### config.mk
export PLATFORM = sky130hd
export DESIGN_NAME = rx_task_sequencer
export DESIGN_NICKNAME = d
export VERILOG_FILES = /design/src/hw/rx_seq_pkg.sv /design/src/hw/dev_port.sv /design/src/hw/rx_task_sequencer.sv
export SDC_FILE = /design/constraint.sdc
export NUM_CORES = 1
export LEC_CHECK = 0
export ABC_AREA = 1
export BUFFER_PORTS_ARGS = -buffer_cell sky130_fd_sc_hd__buf_2
export CAP_MARGIN = 10
export CORE_MARGIN = 3
export CORE_UTILIZATION = 46
export DETAILED_ROUTE_END_ITERATION = 10
export GPL_TIMING_DRIVEN = 0
export PLACE_DENSITY = 0.63
export SYNTH_ARGS = -nofsm -noshare
export SYNTH_HDL_FRONTEND = slang
export SYNTH_SLANG_ARGS = --single-unit
### constraint.sdc
create_clock -name pclk -period 2.3 [get_ports pclk]
set_input_delay 0.345 -clock pclk [delete_from_list [all_inputs] [get_ports pclk]]
set_output_delay 0.345 -clock pclk [all_outputs]
set_load 0.005 [all_outputs]
### src/hw/rx_seq_pkg.sv
// package: constants and carriers for the receive task sequencer
// Behaviour
// - mode register gets only permitted bits
// - control gets divider, narrow-rate bit, rest zero
// - reception starts with command 87h
// - first sync found by autonomous detector
// - after sync, issue header task 82h
// - autonomous detect stays on during block tasks
// - wait for sync-detected or buffer-free flag
// - sync-detected means restart at header task
// - buffer-free alone means block ready, read it
// - check checksum only after header or last
// - continue with 82h or 83h, then wait
// - done with message: write 80h, await sync
// - concatenated, no reuse: may use search 04h
// - high-rate mode: first block is station id
package rx_seq_pkg;

  // apb register byte offsets
  localparam logic [7:0] REG_CTRL = 8'h00;
  localparam logic [7:0] REG_STATUS = 8'h04;
  localparam logic [7:0] REG_MODE_CFG = 8'h08;
  localparam logic [7:0] REG_CTRL_CFG = 8'h0c;
  localparam logic [7:0] REG_BLOCKS = 8'h10;
  localparam logic [7:0] REG_DEV_STAT = 8'h14;
  localparam logic [1:0] DATA_WINDOW = 2'b01; // paddr[7:6], bytes at 0x40 + 4*i

  // control register fields
  localparam int CTRL_START = 0;
  localparam int CTRL_STOP = 1;
  localparam int CTRL_HIGH_RATE = 2;
  localparam int CTRL_SFS_OK = 3;
  // status register fields
  localparam int ST_BUSY = 0;
  localparam int ST_BLOCK_READY = 1;
  localparam int ST_CRC_ERR = 2;
  localparam int ST_SYNCED = 3;
  localparam int ST_BLK_LSB = 8;
  localparam int ST_SYNC_CNT_LSB = 16;

  // reset values
  localparam logic [7:0] MODE_CFG_RST = 8'h00;
  localparam logic [7:0] CTRL_CFG_RST = 8'h00;
  localparam logic [7:0] BLOCKS_RST = 8'h01;

  // device register addresses on its parallel port
  localparam int DEV_AW = 3;
  localparam logic [DEV_AW-1:0] DEV_MODE = 3'h0;
  localparam logic [DEV_AW-1:0] DEV_CTRL = 3'h1;
  localparam logic [DEV_AW-1:0] DEV_CMD = 3'h2;
  localparam logic [DEV_AW-1:0] DEV_STAT = 3'h3;
  localparam logic [DEV_AW-1:0] DEV_DATA = 3'h4;

  // command byte: top bit autonomous detect, low bits task code
  localparam logic AUTO_DETECT_ON = 1'b1;
  localparam logic [6:0] TASK_NULL = 7'h00;
  localparam logic [6:0] TASK_RESET = 7'h07;
  localparam logic [6:0] TASK_HEADER = 7'h02;
  localparam logic [6:0] TASK_INTER_LAST = 7'h03;
  localparam logic [6:0] TASK_SYNC_SEARCH = 7'h04;

  // device status bit positions
  localparam int DSTAT_BUFFER_FREE = 6;
  localparam int DSTAT_AUTO_SYNC = 5;
  localparam int DSTAT_CHECKSUM = 3;

  // pin strobe timing
  localparam int CLK_PERIOD_NS = 25;
  localparam int STROBE_NS = 100;
  localparam logic [3:0] STROBE_CYC = 4'((STROBE_NS + CLK_PERIOD_NS - 1) / CLK_PERIOD_NS);

  // one device register access request
  typedef struct packed {
    logic valid;
    logic write;
    logic [DEV_AW-1:0] addr;
    logic [7:0] wdata;
  } dev_req_t;

  // answer to a device access
  typedef struct packed {
    logic done;
    logic [7:0] rdata;
  } dev_rsp_t;

  // driven device pins
  typedef struct packed {
    logic cs_n;
    logic wr_n;
    logic rd_n;
    logic [DEV_AW-1:0] addr;
    logic [7:0] data_o;
    logic data_oe;
  } dev_pins_t;

endpackage : rx_seq_pkg

### src/hw/dev_port.sv
// module: strobed parallel access to the modem's registers
module dev_port
  import rx_seq_pkg::*;
(
  // clock and reset
  input wire logic pclk,
  input wire logic presetn,
  input wire logic ce,
  // request side
  input wire dev_req_t req,
  output dev_rsp_t rsp,
  // device pins
  output dev_pins_t pins,
  input wire logic [7:0] dev_data_i
);

  typedef enum logic [3:0] {
    P_IDLE = 4'b0001,
    P_SETUP = 4'b0010,
    P_STROBE = 4'b0100,
    P_HOLD = 4'b1000
  } port_st_t;

  typedef struct packed {
    port_st_t st;
    logic [3:0] cnt;
    logic [7:0] sync1;
    logic [7:0] sync2;
    dev_pins_t pins;
    dev_rsp_t rsp;
  } port_t;

  port_t r_reg;
  port_t r_next;

  assign pins = r_reg.pins;
  assign rsp = r_reg.rsp;

  // access sequencer: setup, strobe, hold
  always_comb begin
    r_next = r_reg;
    r_next.sync1 = dev_data_i;
    r_next.sync2 = r_reg.sync1;
    r_next.rsp.done = 1'b0;
    unique case (r_reg.st)
      P_IDLE: begin
        // skip the cycle of done so a held request is not taken twice
        if (req.valid && !r_reg.rsp.done) begin
          r_next.pins.cs_n = 1'b0;
          r_next.pins.addr = req.addr;
          r_next.pins.data_o = req.wdata;
          r_next.pins.data_oe = req.write;
          r_next.st = P_SETUP;
        end
      end
      P_SETUP: begin
        r_next.pins.wr_n = !req.write;
        r_next.pins.rd_n = req.write;
        r_next.cnt = STROBE_CYC - 4'h1;
        r_next.st = P_STROBE;
      end
      P_STROBE: begin
        if (r_reg.cnt == 4'h0) begin
          // synced copy lags the pin by two edges, strobe covers that
          r_next.rsp.rdata = r_reg.sync2;
          r_next.pins.wr_n = 1'b1;
          r_next.pins.rd_n = 1'b1;
          r_next.st = P_HOLD;
        end else begin
          r_next.cnt = r_reg.cnt - 4'h1;
        end
      end
      P_HOLD: begin
        r_next.pins.cs_n = 1'b1;
        r_next.pins.data_oe = 1'b0;
        r_next.rsp.done = 1'b1;
        r_next.st = P_IDLE;
      end
    endcase
  end

  // state register, frozen while ce is low
  always_ff @(posedge pclk or negedge presetn) begin
    if (!presetn) begin
      r_reg <= '{st: P_IDLE, cnt: 4'h0, sync1: 8'h00, sync2: 8'h00,
                 pins: '{cs_n: 1'b1, wr_n: 1'b1, rd_n: 1'b1, addr: '0, data_o: 8'h00, data_oe: 1'b0},
                 rsp: '{done: 1'b0, rdata: 8'h00}};
    end else if (ce) begin
      r_reg <= r_next;
    end
  end

endmodule : dev_port

### src/hw/rx_task_sequencer.sv
// module: apb-controlled receive task sequencer driving the modem
//
// Design decisions made here: the APB slave port and the register addresses.
module rx_task_sequencer
  import rx_seq_pkg::*;
#(
  parameter int BLOCK_BYTES = 8,
  parameter logic [7:0] MODE_ALLOWED_MASK = 8'h07,
  parameter logic [7:0] CTRL_DIV_MASK = 8'h0f,
  parameter logic [7:0] CTRL_NARROW_BIT = 8'h10,
  parameter logic [6:0] SID_TASK = 7'h01
) (
  // clock, reset, enable
  input wire logic pclk,
  input wire logic presetn,
  input wire logic ce,
  // apb slave
  input wire logic psel,
  input wire logic penable,
  input wire logic pwrite,
  input wire logic [7:0] paddr,
  input wire logic [31:0] pwdata,
  output logic [31:0] prdata,
  output logic pready,
  output logic pslverr,
  // modem parallel port
  output logic dev_cs_n,
  output logic dev_wr_n,
  output logic dev_rd_n,
  output logic [DEV_AW-1:0] dev_addr,
  output logic [7:0] dev_data_o,
  output logic dev_data_oe,
  input wire logic [7:0] dev_data_i
);

  typedef enum logic [9:0] {
    S_IDLE = 10'b0000000001,
    S_MODE = 10'b0000000010,
    S_CTRL = 10'b0000000100,
    S_START = 10'b0000001000,
    S_POLL_SYNC = 10'b0000010000,
    S_ISSUE = 10'b0000100000,
    S_POLL_BLK = 10'b0001000000,
    S_READ = 10'b0010000000,
    S_DONE_BLK = 10'b0100000000,
    S_END = 10'b1000000000
  } fsm_t;

  typedef struct packed {
    fsm_t st;
    logic pready;
    logic pslverr;
    logic [31:0] prdata;
    logic start_req;
    logic stop_req;
    logic high_rate;
    logic sfs_ok;
    logic [7:0] mode_cfg;
    logic [7:0] ctrl_cfg;
    logic [7:0] blocks_wanted;
    logic block_ready;
    logic crc_err;
    logic synced;
    logic sfs_wait;
    logic [7:0] blk_idx;
    logic [7:0] sync_cnt;
    logic [7:0] last_stat;
    logic [7:0] byte_idx;
    logic [BLOCK_BYTES-1:0][7:0] rx_bytes;
    dev_req_t req;
  } seq_t;

  seq_t r_reg;
  seq_t r_next;
  dev_rsp_t rsp;
  dev_pins_t pins;

  // build a device access request
  function automatic dev_req_t dev_op(input logic wr, input logic [DEV_AW-1:0] a, input logic [7:0] d);
    dev_req_t q;
    q.valid = 1'b1;
    q.write = wr;
    q.addr = a;
    q.wdata = d;
    return q;
  endfunction : dev_op

  // compose a command byte from the detect enable and a task code
  function automatic logic [7:0] cmd_byte(input logic auto_on, input logic [6:0] task_code);
    return {auto_on, task_code};
  endfunction : cmd_byte

  // apb read mux; unmapped addresses read zero
  function automatic logic [31:0] reg_read(input seq_t s, input logic [7:0] a);
    logic [31:0] d;
    d = 32'h0000_0000;
    if (a[7:6] == DATA_WINDOW) begin
      if (int'(a[5:2]) < BLOCK_BYTES) begin
        d[7:0] = s.rx_bytes[a[5:2]];
      end
    end else begin
      unique case (a)
        REG_CTRL: begin
          d[CTRL_HIGH_RATE] = s.high_rate;
          d[CTRL_SFS_OK] = s.sfs_ok;
        end
        REG_STATUS: begin
          d[ST_BUSY] = (s.st != S_IDLE);
          d[ST_BLOCK_READY] = s.block_ready;
          d[ST_CRC_ERR] = s.crc_err;
          d[ST_SYNCED] = s.synced;
          d[ST_BLK_LSB +: 8] = s.blk_idx;
          d[ST_SYNC_CNT_LSB +: 8] = s.sync_cnt;
        end
        REG_MODE_CFG: d[7:0] = s.mode_cfg;
        REG_CTRL_CFG: d[7:0] = s.ctrl_cfg;
        REG_BLOCKS: d[7:0] = s.blocks_wanted;
        REG_DEV_STAT: d[7:0] = s.last_stat;
        default: d = 32'h0000_0000;
      endcase
    end
    return d;
  endfunction : reg_read

  // true for a mapped apb address
  function automatic logic reg_hit(input logic [7:0] a);
    logic h;
    h = (a == REG_CTRL) || (a == REG_STATUS) || (a == REG_MODE_CFG) || (a == REG_CTRL_CFG) ||
        (a == REG_BLOCKS) || (a == REG_DEV_STAT);
    if (a[7:6] == DATA_WINDOW) begin
      h = int'(a[5:2]) < BLOCK_BYTES;
    end
    return h;
  endfunction : reg_hit

  dev_port i_dev_port (
    .pclk(pclk),
    .presetn(presetn),
    .ce(ce),
    .req(r_reg.req),
    .rsp(rsp),
    .pins(pins),
    .dev_data_i(dev_data_i)
  );

  // outputs straight from flops
  assign prdata = r_reg.prdata;
  assign pready = r_reg.pready;
  assign pslverr = r_reg.pslverr;
  assign dev_cs_n = pins.cs_n;
  assign dev_wr_n = pins.wr_n;
  assign dev_rd_n = pins.rd_n;
  assign dev_addr = pins.addr;
  assign dev_data_o = pins.data_o;
  assign dev_data_oe = pins.data_oe;

  // apb slave and task sequencer
  always_comb begin
    logic access;
    logic commit;
    logic auto_sync;
    logic buf_free;
    logic first_blk;
    logic last_blk;
    logic [7:0] hdr_idx;
    logic [6:0] task_code;
    access = psel && penable && !r_reg.pready;
    commit = psel && penable && r_reg.pready;
    auto_sync = rsp.rdata[DSTAT_AUTO_SYNC];
    buf_free = rsp.rdata[DSTAT_BUFFER_FREE];
    hdr_idx = r_reg.high_rate ? 8'h01 : 8'h00;
    first_blk = (r_reg.blk_idx == 8'h00);
    last_blk = (r_reg.blk_idx + 8'h01 >= r_reg.blocks_wanted);
    r_next = r_reg;
    r_next.pready = access;
    // error flag stands only beside pready
    r_next.pslverr = 1'b0;
    if (access) begin
      r_next.prdata = pwrite ? 32'h0000_0000 : reg_read(r_reg, paddr);
      r_next.pslverr = !reg_hit(paddr);
    end

    // register writes take effect only at the completing edge
    if (commit && pwrite) begin
      unique case (paddr)
        REG_CTRL: begin
          if (pwdata[CTRL_START] && r_reg.st == S_IDLE) begin
            r_next.start_req = 1'b1;
          end
          if (pwdata[CTRL_STOP] && r_reg.st != S_IDLE) begin
            r_next.stop_req = 1'b1;
          end
          r_next.high_rate = pwdata[CTRL_HIGH_RATE];
          r_next.sfs_ok = pwdata[CTRL_SFS_OK];
        end
        REG_STATUS: begin
          if (pwdata[ST_BLOCK_READY]) begin
            r_next.block_ready = 1'b0;
          end
        end
        REG_MODE_CFG: r_next.mode_cfg = pwdata[7:0];
        REG_CTRL_CFG: r_next.ctrl_cfg = pwdata[7:0];
        REG_BLOCKS: r_next.blocks_wanted = (pwdata[7:0] == 8'h00) ? 8'h01 : pwdata[7:0];
        default: ;
      endcase
    end

    // released on the edge that returns the answer
    if (rsp.done) begin
      r_next.req.valid = 1'b0;
    end

    // task code for the next block of the message
    if (r_reg.high_rate && first_blk) begin
      task_code = SID_TASK;
    end else if (r_reg.blk_idx == hdr_idx) begin
      task_code = TASK_HEADER;
    end else begin
      task_code = TASK_INTER_LAST;
    end

    unique case (r_reg.st)
      S_IDLE: begin
        if (r_reg.start_req) begin
          r_next.start_req = 1'b0;
          r_next.synced = 1'b0;
          r_next.blk_idx = 8'h00;
          r_next.st = S_MODE;
        end
      end
      S_MODE: begin
        if (!r_reg.req.valid) begin
          r_next.req = dev_op(1'b1, DEV_MODE, r_reg.mode_cfg & MODE_ALLOWED_MASK);
        end
        if (rsp.done) begin
          r_next.st = S_CTRL;
        end
      end
      S_CTRL: begin
        if (!r_reg.req.valid) begin
          r_next.req = dev_op(1'b1, DEV_CTRL, (r_reg.ctrl_cfg & CTRL_DIV_MASK) | CTRL_NARROW_BIT);
        end
        if (rsp.done) begin
          r_next.st = S_START;
        end
      end
      S_START: begin
        // first sync always by the autonomous detector, never a search task
        if (!r_reg.req.valid) begin
          r_next.req = dev_op(1'b1, DEV_CMD, cmd_byte(AUTO_DETECT_ON, TASK_RESET));
        end
        if (rsp.done) begin
          r_next.sfs_wait = 1'b0;
          r_next.st = S_POLL_SYNC;
        end
      end
      S_POLL_SYNC: begin
        if (!r_reg.req.valid && !rsp.done) begin
          r_next.req = dev_op(1'b0, DEV_STAT, 8'h00);
        end
        if (rsp.done) begin
          // one read per poll: the sync flag clears on that read
          r_next.last_stat = rsp.rdata;
          if (r_reg.sfs_wait ? buf_free : auto_sync) begin
            r_next.synced = 1'b1;
            r_next.blk_idx = 8'h00;
            r_next.sync_cnt = r_reg.sync_cnt + 8'h01;
            r_next.st = S_ISSUE;
          end else if (r_reg.stop_req) begin
            r_next.st = S_END;
          end
        end
      end
      S_ISSUE: begin
        // a command already on the port is finished before stopping
        if (r_reg.stop_req && !r_reg.req.valid) begin
          r_next.st = S_END;
        end else begin
          if (!r_reg.req.valid) begin
            r_next.req = dev_op(1'b1, DEV_CMD, cmd_byte(AUTO_DETECT_ON, task_code));
          end
          if (rsp.done) begin
            r_next.st = S_POLL_BLK;
          end
        end
      end
      S_POLL_BLK: begin
        if (!r_reg.req.valid && !rsp.done) begin
          r_next.req = dev_op(1'b0, DEV_STAT, 8'h00);
        end
        if (rsp.done) begin
          r_next.last_stat = rsp.rdata;
          if (auto_sync) begin
            // new sync aborted the task: start the new message over
            r_next.blk_idx = 8'h00;
            r_next.sync_cnt = r_reg.sync_cnt + 8'h01;
            r_next.st = r_reg.stop_req ? S_END : S_ISSUE;
          end else if (buf_free) begin
            r_next.byte_idx = 8'h00;
            r_next.st = S_READ;
          end else if (r_reg.stop_req) begin
            r_next.st = S_END;
          end
        end
      end
      S_READ: begin
        if (!r_reg.req.valid && !rsp.done) begin
          r_next.req = dev_op(1'b0, DEV_DATA, 8'h00);
        end
        if (rsp.done) begin
          r_next.rx_bytes[r_reg.byte_idx[$clog2(BLOCK_BYTES)-1:0]] = rsp.rdata;
          r_next.byte_idx = r_reg.byte_idx + 8'h01;
          if (r_reg.byte_idx == 8'(BLOCK_BYTES - 1)) begin
            r_next.st = S_DONE_BLK;
          end
        end
      end
      S_DONE_BLK: begin
        // intermediate blocks carry no checksum, so the flag is left alone
        if (r_reg.blk_idx == hdr_idx || last_blk) begin
          r_next.crc_err = r_reg.last_stat[DSTAT_CHECKSUM];
        end
        r_next.block_ready = 1'b1;
        r_next.blk_idx = r_reg.blk_idx + 8'h01;
        r_next.st = (last_blk || r_reg.stop_req) ? S_END : S_ISSUE;
      end
      S_END: begin
        if (!r_reg.req.valid) begin
          if (r_reg.sfs_ok && r_reg.synced && !r_reg.stop_req) begin
            r_next.req = dev_op(1'b1, DEV_CMD, cmd_byte(1'b0, TASK_SYNC_SEARCH));
          end else begin
            r_next.req = dev_op(1'b1, DEV_CMD, cmd_byte(AUTO_DETECT_ON, TASK_NULL));
          end
        end
        if (rsp.done) begin
          r_next.sfs_wait = !r_reg.req.wdata[7];
          r_next.stop_req = 1'b0;
          r_next.st = r_reg.stop_req ? S_IDLE : S_POLL_SYNC;
        end
      end
    endcase
  end

  // state register, frozen while ce is low
  always_ff @(posedge pclk or negedge presetn) begin
    if (!presetn) begin
      r_reg <= '{st: S_IDLE, prdata: 32'h0000_0000, mode_cfg: MODE_CFG_RST, ctrl_cfg: CTRL_CFG_RST,
                 blocks_wanted: BLOCKS_RST, blk_idx: 8'h00, sync_cnt: 8'h00, last_stat: 8'h00,
                 byte_idx: 8'h00, rx_bytes: '0, req: '0, default: 1'b0};
    end else if (ce) begin
      r_reg <= r_next;
    end
  end

endmodule : rx_task_sequencer
==> impl_metrics.csv, run 1 <==
group,metric,value,unit
outcome,status,"finished, violations left",
outcome,violations,"setup timing",
power_and_ir_drop,power,10.8,mW
timing,rsz0062_at_grt,"true",
timing,slew_headroom,53.9,%
placement,dpl.hpwl,22900,um
layout,layout-drive-gt1-share,15.9,%
timing,hold_viol,0,
timing,setup_slack,-0.0383,ns
synth,synth_seq_cells,221,
synth,syn_area_per_cell,7.79,um^2
synth,synthArstFlopShare,100,%
global_route,grt_pass1_vias,9517,
timing,tns,-0.0444,ns
global_route,grt_pass1_wl,49800,um
worst_hold_path,worstHoldStart,"dev_data_i[4]",
setup_path,cp.arrival,2.75,ns
clocking,root_buffer,"clkbuf_16",
setup_path,reg2reg_from,"r_reg[102]$_DFFE_PN0P_",
setup_path,cp-start-kind,"flip-flop",
layout,final_cell_mix,"nand2_1, dfrtp_1, inv_1",
placement,place_area,12400,um^2
global_route,track_usage,23.0,%
synth,postSynthCellCount,1487,
setup_path,critPathCaptureType,"flip-flop",
layout,syn_to_final_growth,16.3,%
global_route,grt_antenna_before_repair,0,
die,core,24500,um^2
detailed_routing,wl,30700,um
power_and_ir_drop,powerDensity,803,nW/um^2
synth,ys_types,47,
layout,instances_no_fill,1950,
global_route,grt-ovfl-total,0,
setup_path,reg2reg_depth,15,
detailed_routing,detail_route.vias_per_cell,5.15,
layout,utilization,54.9,%
clocking,cts_sinks,221,
timing,post-route-min-period,2.34,ns
detailed_routing,num_vias,10000,
placement,io_buffers,67,
layout,largest_register_ffs,149,
setup_path,crit_fanout,4,
die,die_w,165,um
synth,synth_area,11600,um^2
layout,nNetsFinal,1673,
clocking,clk_latency,0.53,ns
die,fp-row-count,57,
synth,synth_edf_count,0,
die,dieHeight,165,um
synth,synthFlopType,"dfrtp_1",
global_route,grt_start_max_net_pins,84,
timing,finalSetupViolCount,2,
worst_hold_path,hp-class,"input port to flip-flop",
detailed_routing,wl_per_cell,15.7,um
worst_hold_path,min_path_cells,3,
detailed_routing,drtAntennaViolNets,0,
power_and_ir_drop,cellLeakagePower,6.86,nW
clocking,cts_buffer_depth,3,
placement,gp_congestion,0.925,
setup_path,r2r_end,"r_reg[184]$_DFFE_PN0P_",
placement,dp_slack,-0.556,ns
detailed_routing,dr.pass1.iters,6,
die,start_util,47.2,%
die,die-area,27100,um^2
setup_path,reg2reg_slack,-0.04,ns
run,max_cap_violations,0,
die,ios,103,
layout,diodes,0,
power_and_ir_drop,vdd_ir_drop_max,0.000551,V
clocking,cts_tree,"yes",
worst_hold_path,min_to,"i_dev_port.r_next[28]$_DFFE_PN0P_",
clocking,htree_levels,1,
setup_path,critPathKind,"flip-flop to flip-flop",
detailed_routing,drc,0,
clocking,clk_pin_slew,0.06,ns
timing,worst_pin_slew,0.686,ns
setup_path,required,2.71,ns
layout,n_fill_cell,2362,
clocking,cts_made_buffers,26,
layout,final_common_cell,"nand2_1",
timing,finalCritPeriodShare,102,%
timing,slew_violations,0,
synth,ys_seq_area_share,47.8,%
timing,whs,0.0194,ns
timing,fmax,428,MHz
layout,final_area,13500,um^2
placement,placed_cells,1889,
detailed_routing,dr.first_iter.drc_count,766,
synth,yosys_warnings,0,
timing,fin_worst_skew,0.0114,ns
synth_stat cells (all sizes together) (6+ instances only):
master  number  area share (%)
nor2        85             3.6
a22oi       15            0.97
nand2      476              16
ha          13             1.4
xor2        11            0.83
dfrtp      215              46
dfstp        6             1.4
nor3        24             1.0
o21ai      185             8.1
clkbuf      19            0.63
nand4       44             2.7
a21oi       22            0.95
nand3       90             4.4
buf         64             3.8
inv        186             6.0
critical path, stage by stage (launching register included):
cell,delay (ns)
dfrtp_1,0.40
inv_2,0.08
nor3_4,0.21
nand3_2,0.12
nor3_2,0.17
xor2_1,0.22
ha_1,0.27
nand2_1,0.08
inv_2,0.04
nor3_4,0.20
buf_6,0.14
nand3_2,0.07
nand2_2,0.07
nand3_2,0.05
nand2_1,0.06
nand2_1,0.04
layer usage:
layer | vias up | global-route usage [%] | part of all wire (%) | routed length [um]
met2 | 295 | 36.6 | 44 | 13600
li1 | 4991 | - | - | -
met1 | 4698 | 33.5 | 48 | 14600
met3 | 54 | 2.93 | 5.5 | 1700
met5 | - | 0 | 0 | 0
met4 | 0 | 5.83 | 2.4 | 736
layout make-up:
cell class | instances | area, um^2 | share of cell area (%)
tap | 324 | 405 | 3.01
timing repair buffer | 82 | 504 | 3.74
inverter | 188 | 709 | 5.27
multi-input combinational | 1004 | 4930 | 36.6
buffer | 83 | 518 | 3.84
clock buffer | 37 | 753 | 5.59
clock inverter | 11 | 111 | 0.827
sequential | 221 | 5540 | 41.1
how the worst max path moves through the flow:
| stage | startpoint | cells after the start | end |
|---|---|---|---|
| 2_1_floorplan | r_reg[101]$_DFFE_PN0P_ | 14 | r_reg[111]$_DFFE_PN0P_ |
| 3_3_place_gp | presetn | 1 | i_dev_port.pins[11]$_DFFE_PN0P_ |
| 3_5_place_dp | r_reg[101]$_DFFE_PN0P_ | 14 | r_reg[111]$_DFFE_PN0P_ |
| 4_1_cts | r_reg[101]$_DFFE_PN0P_ | 15 | r_reg[184]$_DFFE_PN0P_ |
| 5_1_grt | r_reg[102]$_DFFE_PN0P_ | 15 | r_reg[184]$_DFFE_PN0P_ |
| 6_report | r_reg[102]$_DFFE_PN0P_ | 15 | r_reg[184]$_DFFE_PN0P_ |
timing repair:
item                       4_1_cts  5_1_grt
setup buffers                   11        1
hold endpoints to repair        63        0
gates resized for setup         14        8
pin swaps                        8        9
setup endpoints to repair        8       14
hold buffers                     1        0
cells by family after synthesis:
group	Yosys count	synth area share [%]
compound gates	239	11.1
xor+xnor	13	0.983
fa+ha+maj	13	1.40
buf+inv	271	10.6
flops	221	47.8
other cells	1	0.0324
simple gates	729	28.1
report_power, final:
part	internal, mW	total (mW)	switching [mW]
registers	4.22	4.49	0.273
clock network	2.50	4.12	1.61
logic	0.642	2.21	1.57
(Power assumes the default switching activity.)
==> run 2, diff against run 1 <==
- GPL_TIMING_DRIVEN: 0 -> unset
- SYNTH_HIERARCHICAL: unset -> 1
==> impl_metrics.csv, run 2 <==
group,metric,value,unit
timing,finalSetupViolCount,0,
clocking,cts_buffer_depth,3,
detailed_routing,dr.pass1.iters,5,
run,max_cap_violations,0,
die,die-area,27900,um^2
global_route,grt_antenna_before_repair,0,
timing,whs,0.0224,ns
layout,syn_to_final_growth,13.1,%
detailed_routing,drc,0,
timing,fmax,459,MHz
placement,gp_congestion,1.01,
power_and_ir_drop,vdd_ir_drop_max,0.000484,V
worst_hold_path,hp-class,"input port to flip-flop",
global_route,grt-ovfl-total,0,
global_route,grt_start_max_net_pins,55,
setup_path,crit_fanout,3,
timing,worst_pin_slew,0.603,ns
clocking,cts_tree,"yes",
synth,synth_area,11900,um^2
power_and_ir_drop,powerDensity,879,nW/um^2
synth,synthFlopType,"dfrtp_1",
placement,io_buffers,70,
power_and_ir_drop,cellLeakagePower,6.71,nW
clocking,cts_made_buffers,25,
detailed_routing,wl,30000,um
setup_path,cp-start-kind,"flip-flop",
timing,setup_slack,0.124,ns
setup_path,critPathCaptureType,"flip-flop",
timing,slew_violations,0,
layout,layout-drive-gt1-share,15.8,%
timing,rsz0062_at_grt,"true",
clocking,clk_latency,0.52,ns
worst_hold_path,min_path_cells,3,
global_route,grt_pass1_wl,49800,um
layout,final_cell_mix,"nand2_1, dfrtp_1, inv_1",
setup_path,reg2reg_depth,15,
layout,n_fill_cell,2485,
setup_path,required,2.72,ns
synth,synthArstFlopShare,100,%
placement,placed_cells,1881,
global_route,track_usage,21.5,%
global_route,grt_pass1_vias,9553,
detailed_routing,wl_per_cell,15.6,um
timing,finalCritPeriodShare,94.6,%
timing,slew_headroom,59.8,%
synth,synth_edf_count,0,
layout,nNetsFinal,1650,
die,ios,103,
clocking,htree_levels,1,
timing,fin_worst_skew,0.0162,ns
synth,ys_seq_area_share,46.8,%
layout,largest_register_ffs,149,
detailed_routing,dr.first_iter.drc_count,787,
layout,utilization,53.4,%
layout,seqCellArea,5590,um^2
detailed_routing,drtAntennaViolNets,0,
synth,postSynthCellCount,1510,
detailed_routing,detail_route.vias_per_cell,5.17,
setup_path,critPathKind,"flip-flop to flip-flop",
synth,synth_top_area_share,45.4,%
detailed_routing,num_vias,9964,
clocking,cts_sinks,223,
clocking,root_buffer,"clkbuf_16",
synth,yosys_warnings,6,
placement,dp_slack,0.0373,ns
die,die_w,167,um
placement,dpl.hpwl,21900,um
timing,hold_viol,0,
die,start_util,47.2,%
outcome,status,"finished clean",
die,dieHeight,167,um
die,core,25300,um^2
layout,final_common_cell,"nand2_1",
timing,post-route-min-period,2.18,ns
synth,yosysMostFrequentCell,"nand2_1",
layout,instances_no_fill,1929,
synth,ys_types,46,
synth,syn_area_per_cell,7.91,um^2
synth,synth_area_leader_cell,"dfrtp_1",
synth,synthTopCellsByArea,"dfrtp_1, nand2_1, inv_1",
clocking,clk_pin_slew,0.06,ns
die,fp-row-count,58,
layout,diodes,0,
layout,multiInputGateArea,5150,um^2
synth,synthTopCellsByCount,"nand2_1, dfrtp_1, inv_1, o21ai_0, nand3_1",
synth,synth_seq_cells,223,
setup_path,cp.arrival,2.59,ns
[run 2: cell count changes in the layout (fill, tap and decap cells not counted), moves of 6 or more]
cell | before | now
clkbuf_1 | 24 | 4
o21ai_1 | 65 | 74
nand3_2 | 9 | 3
inv_1 | 177 | 156
o21ai_2 | 0 | 20
o21ai_0 | 119 | 99
nand2_1 | 462 | 479
o22ai_1 | 1 | 10
nor3_1 | 19 | 25
buf_2 | 80 | 69
nand4_1 | 40 | 31
[run 2: worst max-delay path, cell delays in order (launching register included)]
cell and delay [ns]:
dfrtp_1 0.35, inv_1 0.08, nor3_4 0.20, nand3_2 0.10
nor2_1 0.12, nand2_1 0.07, xor2_1 0.18, inv_1 0.10
ha_4 0.22, a21oi_1 0.14, o21a_1 0.19, nand3_1 0.09
nand2_1 0.07, nand3b_1 0.07, nand2_1 0.06, nand2_1 0.04
[run 2: final timing paths]
check / slack (ns) / end / start
max: 0.12 / r_reg[184]$_DFFE_PN0P_ / r_reg[103]$_DFFE_PN0P_
min: 0.02 / i_dev_port/r_next[26]$_DFFE_PN0P_ / dev_data_i[2]
max reg2reg: 0.12 / r_reg[184]$_DFFE_PN0P_ / r_reg[103]$_DFFE_PN0P_
min reg2reg: 0.46 / i_dev_port/pins[14]$_DFFE_PN1P_ / i_dev_port/pins[14]$_DFFE_PN1P_
max in group asynchronous: 1.25 / r_reg[36]$_DFFE_PN0P_ / presetn
min in group asynchronous: 0.34 / prdata[11]$_DFFE_PN0P_ / presetn
[run 2: timing repair]
item / 4_1_cts / 5_1_grt
setup buffers: 0 / 1
endpoints found under the setup margin: 0 / 11
gates resized for setup: 0 / 8
hold buffers: 3 / 0
endpoints found under the hold margin: 44 / 0
[run 2: logic make-up (layout without fill, tap and decap cells)]
group / Yosys count / after routing / share of synthesized area (%)
other cells: 1 / 10 / 0.0314
simple gates: 746 / 746 / 28.1
buf+inv: 260 / 340 / 10.7
xor+xnor: 13 / 13 / 0.953
fa+ha+maj: 14 / 14 / 1.47
compound gates: 253 / 253 / 12.0
flops: 223 / 223 / 46.8
[run 2: stage by stage]
step / TNS, ns / area (um^2) / power, mW
after floorplan: 0 / 12000 / 6.80
after global placement: 0 / 12600 / 7.71
after detailed placement: 0 / 12600 / 7.75
after CTS: 0 / 13500 / 12.0
after global routing: -0.0847 / 13500 / 12.7
final: 0 / 13500 / 11.9
[run 2: layer usage]
metal / wire length [um] / vias to the layer above / global-route usage, %
met3: 1380 / 47 / 2.64
met5: 0 / - / 0
met2: 13900 / 233 / 35.1
met4: 690 / 0 / 5.66
li1: - / 4999 / -
met1: 14000 / 4685 / 30.7
[run 2: final cells by class]
class                           count  area share [%]
Sequential cell                   223            41.3
Multi-Input combinational cell   1036            38.1
Inverter                          164            4.56
Timing Repair Buffer              132            6.63
Clock inverter                     12            1.25
Tap cell                          330            3.06
Clock buffer                       32            5.05
[run 2: report_power, final]
part | total, mW | switching [mW] | internal [mW]
sequential | 4.64 | 0.328 | 4.31
clock | 4.13 | 1.59 | 2.54
combinational | 3.11 | 2.04 | 1.07
